`src/hdl/rcr_pkg.sv`:
```
// Constants for the receiver configuration store: word layout, register
// fields, reset values and decode tables.
// Assumes programming words arrive already deserialised as bits 15..1.
`default_nettype none

package rcr_pkg;

  // Programming word bit positions, numbered as on the data line.
  localparam int unsigned WORD_OFF_BIT  = 1;
  localparam int unsigned WORD_SEL_BIT  = 2;
  localparam int unsigned WORD_STOP_BIT = 15;
  localparam int unsigned WORD_PAY_LO   = 3;
  localparam int unsigned WORD_PAY_HI   = 14;

  // Register width and power-on contents.
  localparam int unsigned REG_W = 12;
  localparam logic [11:0] MODE_CFG_RST = 12'h119;
  localparam logic [11:0] LIMIT_RST  = 12'h569;

  // Mode register fields; the first payload bit lands in the top bit.
  localparam int unsigned BAUD_HI  = 11;
  localparam int unsigned BAUD_LO  = 10;
  localparam int unsigned CHK_HI   = 9;
  localparam int unsigned CHK_LO   = 8;
  localparam int unsigned MOD_BIT  = 7;
  localparam int unsigned SLP_HI   = 6;
  localparam int unsigned SLP_LO   = 2;
  localparam int unsigned XSLP_BIT = 1;
  localparam int unsigned NOISE_BIT = 0;

  // Limit register fields.
  localparam int unsigned LMIN_HI = 11;
  localparam int unsigned LMIN_LO = 6;
  localparam int unsigned LMAX_HI = 5;
  localparam int unsigned LMAX_LO = 0;

  // Decode tables.
  localparam logic [3:0] MULT_R0 = 4'h8;
  localparam logic [3:0] MULT_R1 = 4'h4;
  localparam logic [3:0] MULT_R2 = 4'h2;
  localparam logic [3:0] MULT_R3 = 4'h1;
  localparam logic [3:0] CHK_N0  = 4'h0;
  localparam logic [3:0] CHK_N1  = 4'h3;
  localparam logic [3:0] CHK_N2  = 4'h6;
  localparam logic [3:0] CHK_N3  = 4'h9;
  localparam logic [3:0] XSLP_X1 = 4'h1;
  localparam logic [3:0] XSLP_X8 = 4'h8;
  localparam logic [4:0] SLP_NONE = 5'h00;
  localparam logic [4:0] SLP_PERM = 5'h1F;
  localparam logic [5:0] LMAX_ONE = 6'h01;
  localparam int unsigned SLP_UNIT_LOG2 = 10;  // 1024 reference periods.

  localparam int unsigned WIN_W = 10;
  localparam int unsigned SLT_W = 18;

endpackage : rcr_pkg

`default_nettype wire

```
`src/hdl/rcr_config_regs.sv`:
```
// Configuration store of the receiver: decodes programming words into the
// mode and limit registers and presents every field already decoded.
// Assumes a front end on core_clk delivers each whole word with a pulse.
`timescale 1ns/1ps
`default_nettype none

module rcr_config_regs
  import rcr_pkg::*;
(
  // Clock and reset.
  input  wire logic        core_clk,
  input  wire logic        rst_b,
  // Programming word from the data-line front end.
  input  wire logic        prog_word_valid,
  input  wire logic [15:1] prog_word,
  // Command and write outcome pulses.
  output logic             off_cmd,
  output logic             write_discarded,
  // Raw register contents.
  output logic [11:0]      operating_mode_config,
  output logic [11:0]      bit_check_limit_config,
  // Decoded mode fields.
  output logic [1:0]       baud_range_code,
  output logic [3:0]       limit_multiplier,
  output logic [3:0]       verify_count,
  output logic             modulation_select,
  output logic [4:0]       sleep_start,
  output logic [3:0]       sleep_ext_factor,
  output logic             sleep_disabled,
  output logic             sleep_permanent,
  output logic [17:0]      sleep_ref_periods,
  output logic             noise_suppress,
  // Bit-check limit fields, and their windows in reference clock periods.
  output logic [5:0]       lim_min,
  output logic [5:0]       lim_max,
  output logic [9:0]       win_lower_periods,
  output logic [9:0]       win_upper_periods
);

  typedef struct packed {
    logic        off;
    logic        disc;
    logic [11:0] mode;
    logic [11:0] lim;
    logic [3:0]  mult;
    logic [3:0]  chk;
    logic [3:0]  xs;
    logic        s_off;
    logic        s_perm;
    logic [17:0] s_per;
    logic [9:0]  w_lo;
    logic [9:0]  w_hi;
  } rcr_state_t;

  localparam rcr_state_t ST_RST = '{
    off: 1'b0, disc: 1'b0, mode: MODE_CFG_RST, lim: LIMIT_RST,
    mult: MULT_R0, chk: CHK_N1, xs: XSLP_X1, s_off: 1'b0, s_perm: 1'b0,
    s_per: 18'h01800, w_lo: 10'h0A8, w_hi: 10'h140};

  logic       rst_meta_ff;
  logic       rst_sync_ff;
  rcr_state_t st_ff;
  rcr_state_t nxt_st;
  logic [11:0] payload;

  // Reset is released through two flops so release never races the clock.
  always_ff @(posedge core_clk or negedge rst_b) begin
    if (!rst_b) begin
      rst_meta_ff <= 1'b0;
      rst_sync_ff <= 1'b0;
    end else begin
      rst_meta_ff <= 1'b1;
      rst_sync_ff <= rst_meta_ff;
    end
  end

  // Payload is reversed so word bit 3 becomes register bit 11.
  always_comb begin
    for (int i = 0; i < REG_W; i++) begin
      payload[REG_W-1-i] = prog_word[WORD_PAY_LO+i];
    end
  end

  // Word decode and derived values; derived values follow the next
  // register contents so outputs never lag the fields by a cycle.
  always_comb begin
    nxt_st      = st_ff;
    nxt_st.off  = 1'b0;
    nxt_st.disc = 1'b0;
    if (prog_word_valid) begin
      if (prog_word[WORD_OFF_BIT]) begin
        nxt_st.off = 1'b1;
      end else if (prog_word[WORD_STOP_BIT]) begin
        nxt_st.disc = 1'b1;
      end else if (prog_word[WORD_SEL_BIT]) begin
        nxt_st.mode = payload;
      end else begin
        nxt_st.lim = payload;
      end
    end
    unique case (nxt_st.mode[BAUD_HI:BAUD_LO])
      2'h0: nxt_st.mult = MULT_R0;
      2'h1: nxt_st.mult = MULT_R1;
      2'h2: nxt_st.mult = MULT_R2;
      2'h3: nxt_st.mult = MULT_R3;
    endcase
    unique case (nxt_st.mode[CHK_HI:CHK_LO])
      2'h0: nxt_st.chk = CHK_N0;
      2'h1: nxt_st.chk = CHK_N1;
      2'h2: nxt_st.chk = CHK_N2;
      2'h3: nxt_st.chk = CHK_N3;
    endcase
    nxt_st.xs = nxt_st.mode[XSLP_BIT] ? XSLP_X8 : XSLP_X1;
    nxt_st.s_off  = (nxt_st.mode[SLP_HI:SLP_LO] == SLP_NONE);
    nxt_st.s_perm = (nxt_st.mode[SLP_HI:SLP_LO] == SLP_PERM);
    // A permanent sleep has no finite length, so its interval reads zero.
    // The finite product peaks at 30 times 8, so eight bits hold it.
    nxt_st.s_per = nxt_st.s_perm ? 18'h00000 :
      {(8'(nxt_st.mode[SLP_HI:SLP_LO]) * 8'(nxt_st.xs)),
       {SLP_UNIT_LOG2{1'b0}}} ;
    nxt_st.w_lo = 10'(nxt_st.lim[LMIN_HI:LMIN_LO]) * 10'(nxt_st.mult);
    // An upper limit of zero would underflow; it clamps to a zero window.
    nxt_st.w_hi = (nxt_st.lim[LMAX_HI:LMAX_LO] == 6'h00) ? 10'h000 :
      10'(nxt_st.lim[LMAX_HI:LMAX_LO] - LMAX_ONE) * 10'(nxt_st.mult);
  end

  // All state but the reset synchroniser lives in one registered struct.
  always_ff @(posedge core_clk or negedge rst_sync_ff) begin
    if (!rst_sync_ff) begin
      st_ff <= ST_RST;
    end else begin
      st_ff <= nxt_st;
    end
  end

  // Outputs come straight from the state flops.
  assign off_cmd                = st_ff.off;
  assign write_discarded        = st_ff.disc;
  assign operating_mode_config  = st_ff.mode;
  assign bit_check_limit_config = st_ff.lim;
  assign baud_range_code        = st_ff.mode[BAUD_HI:BAUD_LO];
  assign limit_multiplier       = st_ff.mult;
  assign verify_count           = st_ff.chk;
  assign modulation_select      = st_ff.mode[MOD_BIT];
  assign sleep_start            = st_ff.mode[SLP_HI:SLP_LO];
  assign sleep_ext_factor       = st_ff.xs;
  assign sleep_disabled         = st_ff.s_off;
  assign sleep_permanent        = st_ff.s_perm;
  assign sleep_ref_periods      = st_ff.s_per;
  assign noise_suppress         = st_ff.mode[NOISE_BIT];
  assign lim_min                = st_ff.lim[LMIN_HI:LMIN_LO];
  assign lim_max                = st_ff.lim[LMAX_HI:LMAX_LO];
  assign win_lower_periods      = st_ff.w_lo;
  assign win_upper_periods      = st_ff.w_hi;
endmodule : rcr_config_regs

`default_nettype wire

```
`config.mk`:
```
export PLATFORM = sky130hd
export DESIGN_NAME = rcr_config_regs
export DESIGN_NICKNAME = d
export VERILOG_FILES = /design/src/hdl/rcr_pkg.sv /design/src/hdl/rcr_config_regs.sv
export SDC_FILE = /design/constraint.sdc
export NUM_CORES = 1
export LEC_CHECK = 0
export ABC_AREA = 1
export BUFFER_PORTS_ARGS = -buffer_cell sky130_fd_sc_hd__buf_2
export CAP_MARGIN = 20
export CORE_UTILIZATION = 45
export DETAILED_ROUTE_END_ITERATION = 10
export GPL_ROUTABILITY_DRIVEN = 0
export PLACE_DENSITY = 0.7
export SYNTH_ARGS = -nofsm -noshare
export SYNTH_HDL_FRONTEND = slang
export SYNTH_SLANG_ARGS = --single-unit
```
`constraint.sdc`:
```
create_clock -name core_clk -period 2 [get_ports core_clk]
set_clock_uncertainty 0.15 [all_clocks]
set_input_delay 0.2 -clock core_clk [delete_from_list [all_inputs] [get_ports core_clk]]
set_output_delay 0.2 -clock core_clk [all_outputs]
set_load 0.01 [all_outputs]
```
==> metrics.txt <==
status=finished with violations; failing checks=negative setup slack; Hold Crit Endpoint=bit_check_limit_config[1]; number of standard cells in the layout, taps in and fillers out=839; number of synthesis warnings=0; number of maximum-capacitance constraint violations=0; worst-case reg-to-reg path depth=22; most used cells in the layout excluding fill and tap cells=104 x sky130_fd_sc_hd__buf_2, 101 x sky130_fd_sc_hd__buf_4, 83 x sky130_fd_sc_hd__inv_1; required time worst endpoint=2110 ps; grt met1 use=26.0%; height of the chip=102 um; number of DRC violations after detailed routing=0; starting utilization of the core area=46.0%; top cells by area in the synthesized netlist=sky130_fd_sc_hd__dfrtp_1 26%, sky130_fd_sc_hd__dfstp_2 12%, sky130_fd_sc_hd__ha_1 11%; sequential cell area=0.00168 mm^2; share of the clock period used by the worst path=194%; Power Dens Cells=1010 mW/mm^2; final design instance area without fill=0.00654 mm^2; detail-routed via count per cell=4.57; R2R Path Start=bit_check_limit_config[0]; maximum fanout along the worst path=5; DRC marker count from the first detailed-route iteration=153; CTS Root Cell=sky130_fd_sc_hd__clkbuf_8; via count of the first global-routing pass=3995; CP startpoint kind=flop; DR pass1 iterations=5; worst hold-check path type=primary input to flop; average cell area after synthesis=9.14 um^2; layout overhead on the synthesized area=46.1%; gr busiest metal=met2; data arrival time of the critical path=3990 ps; Setup Total Neg Slack=-20680 ps; half-perimeter wire length of the detailed placement result=8160 um; maximum buffer depth of the clock tree=2; share of layout cells above drive strength 1=53.0%; multi-input combinational cell area=0.00252 mm^2; Worst Max-Slew Pin Slew=roughly 560 ps; clock-pin slew reported for the worst setup and hold paths after clock tree synthesis=around 90 ps; antenna-violating nets left=0; Post-Place Cell Area=0.00581 mm^2; Seq/Total Area, Yosys=37.5%; Setup Slack @ Placement=-2030 ps; Worst Hold Path Cells=3; shortest period the worst path allows=between 3000 and 4000 ps; Max Clock Freq=258 MHz; launch instance of the worst min-delay path=prog_word[13]; global-route wire length before repair=17900 um; clock tree from TritonCTS=yes; Crit Reg-Reg Endpoint=win_upper_periods[9]; ys async rst share=100%; Die Wd=102 um; most common library cell in the layout ignoring fill and taps=sky130_fd_sc_hd__buf_2; final routed wire length divided by cell count=13.4 um; met2 layer usage reported by global route=41.6%; Std-Cell Core Area=0.00973 mm^2; number of cells after detailed placement=795; unrepaired setup endpoints after global routing=yes; endpoint type of the worst setup path=flop; area share of the leading cell type in the synthesized netlist=25.7%; Design Power=6.62 mW; total wirelength of the detailed-routed design=11300 um; number of port buffers=104; Finish-stage setup viols=16; Max H-tree Level=3; register-to-register setup slack=-1870 ps; clk sink count=66; Synth Flop Type=sky130_fd_sc_hd__dfrtp_1; Yosys cell types=38; cell accounting for the most synthesized area=sky130_fd_sc_hd__dfrtp_1; gate count after technology mapping=490; clock latency at the later pin of the worst-skew pair=360 ps; # diodes=0; final max-slew violation count=0; Inserted Clock Buffers=9; number of filler instances in the final layout=about 700; global routing usage summed across all routing layers=22.7%; worst ir drop on vdd=between 0.4 and 0.5 mV; Leakage=3.58 nW; grt met3 use=3.04%; Post-Synthesis Cell Area=~0.0045 mm^2; layout net count=778; number of enable flip-flop cells after synthesis=0; synthesis-stage register bit count=66; Congestion Overflow GR=0; I/O pin count=~120; via count of the routed design=3834; total number of placement rows=36; antenna violations before repair=0; Fin Hold WS=roughly 19 ps; maximum number of pins on one net before global-route repair=35; normalized max-slew margin=62.5%; Finished Core Util=between 60% and 70%; critical setup path kind=flop to flop; total count of hold-check failures in the final report=0; die outline area=0.0104 mm^2; post-route setup slack=-1870 ps
[how the worst max path moves through the flow]
| stage | from | end | slack [ps] | cells past startpoint |
|---|---|---|---|---|
| floorplan | prog_word[15] | win_upper_periods[9] | -1770 | 23 |
| global placement | prog_word_valid | win_upper_periods[9] | -1900 | 25 |
| detailed placement | prog_word[2] | win_upper_periods[9] | -2030 | 23 |
| CTS | bit_check_limit_config[0] | win_upper_periods[9] | -1810 | 20 |
| global route | bit_check_limit_config[0] | win_upper_periods[8] | -2130 | 19 |
| finish | bit_check_limit_config[0] | win_upper_periods[9] | -1870 | 22 |
[synthesized netlist by cell type, types with 9 or more instances]
cell type,number
sky130_fd_sc_hd__buf_4,35
sky130_fd_sc_hd__nand2_1,57
sky130_fd_sc_hd__ha_1,38
sky130_fd_sc_hd__dfstp_2,20
sky130_fd_sc_hd__nand2_2,9
sky130_fd_sc_hd__xor2_1,9
sky130_fd_sc_hd__dfrtp_1,46
sky130_fd_sc_hd__inv_1,101
sky130_fd_sc_hd__nand3_1,11
sky130_fd_sc_hd__a21oi_1,12
sky130_fd_sc_hd__o21ai_0,17
sky130_fd_sc_hd__fa_1,21
sky130_fd_sc_hd__nor2_1,51
[report_power, final]
group	total [mW]	switching (mW)	internal, mW	leakage, nW
registers	1.88	0.132	1.75	0.774
clock network	1.14	0.559	0.580	0.0929
logic	3.60	1.90	1.70	2.72
total	6.62	2.59	4.03	3.58
[state kept, by name, indices dropped and copies added (netlist names)]
signal,count
sleep_permanent,1
sleep_ext_factor,1
verify_count,3
bit_check_limit_config,12
off_cmd,1
operating_mode_config,12
rst_meta_ff,1
rst_sync_ff,1
win_lower_periods,10
limit_multiplier,4
sleep_disabled,1
sleep_ref_periods,8
win_upper_periods,10
write_discarded,1
[per-layer routing]
layer	wire length, um	vias to the layer above
li1	-	1853
met1	4590	1825
met2	5980	134
met3	425	22
met4	269	0
met5	0	-
[logic make-up after synthesis]
family / Yosys count / share of synthesized area, %
xor+xnor: 12 / 2.52
buf+inv: 149 / 16.0
compound gates: 43 / 5.48
mux: 2 / 0.503
fa+ha+maj: 59 / 20.0
simple gates: 157 / 17.9
other cells: 2 / 0.168
flops: 66 / 37.5
[layout make-up]
| type | count | share of cell area (%) |
|---|---|---|
| inverters | 110 | 6.58 |
| multi-input cells | 287 | 38.6 |
| clock buffers | 10 | 1.95 |
| repair buffers | 227 | 23.6 |
| flip-flops and latches | 66 | 25.7 |
| clock inverters | 6 | 1.03 |
| well taps | 133 | 2.54 |
[worst max-delay path, cell delays in order (launching register included)]
cell	delay, ps
sky130_fd_sc_hd__dfstp_2	540
sky130_fd_sc_hd__inv_2	40
sky130_fd_sc_hd__nand2_2	70
sky130_fd_sc_hd__o21ai_4	80
sky130_fd_sc_hd__ha_4	200
sky130_fd_sc_hd__inv_4	70
sky130_fd_sc_hd__nor2_8	30
sky130_fd_sc_hd__buf_4	160
sky130_fd_sc_hd__nand2_1	100
sky130_fd_sc_hd__nor2_1	60
sky130_fd_sc_hd__ha_1	270
sky130_fd_sc_hd__inv_1	50
sky130_fd_sc_hd__fa_1	540
sky130_fd_sc_hd__inv_1	50
sky130_fd_sc_hd__fa_1	520
sky130_fd_sc_hd__ha_4	220
sky130_fd_sc_hd__nand2_2	70
sky130_fd_sc_hd__inv_1	40
sky130_fd_sc_hd__nand4_1	80
sky130_fd_sc_hd__o211ai_1	120
sky130_fd_sc_hd__buf_4	150
sky130_fd_sc_hd__a21oi_1	110
sky130_fd_sc_hd__nor2_1	60
[what timing repair did]
| item | 4_1_cts | 5_1_grt |
|---|---|---|
| hold buffers | 6 | 0 |
| buffers inserted | 17 | 12 |
| pin swaps | 41 | 38 |
| resized for setup | 58 | 30 |
| endpoints found under the hold margin | 5 | 0 |
| endpoints found under the setup margin | 18 | 21 |
Power figures use the tool's default switching activity.
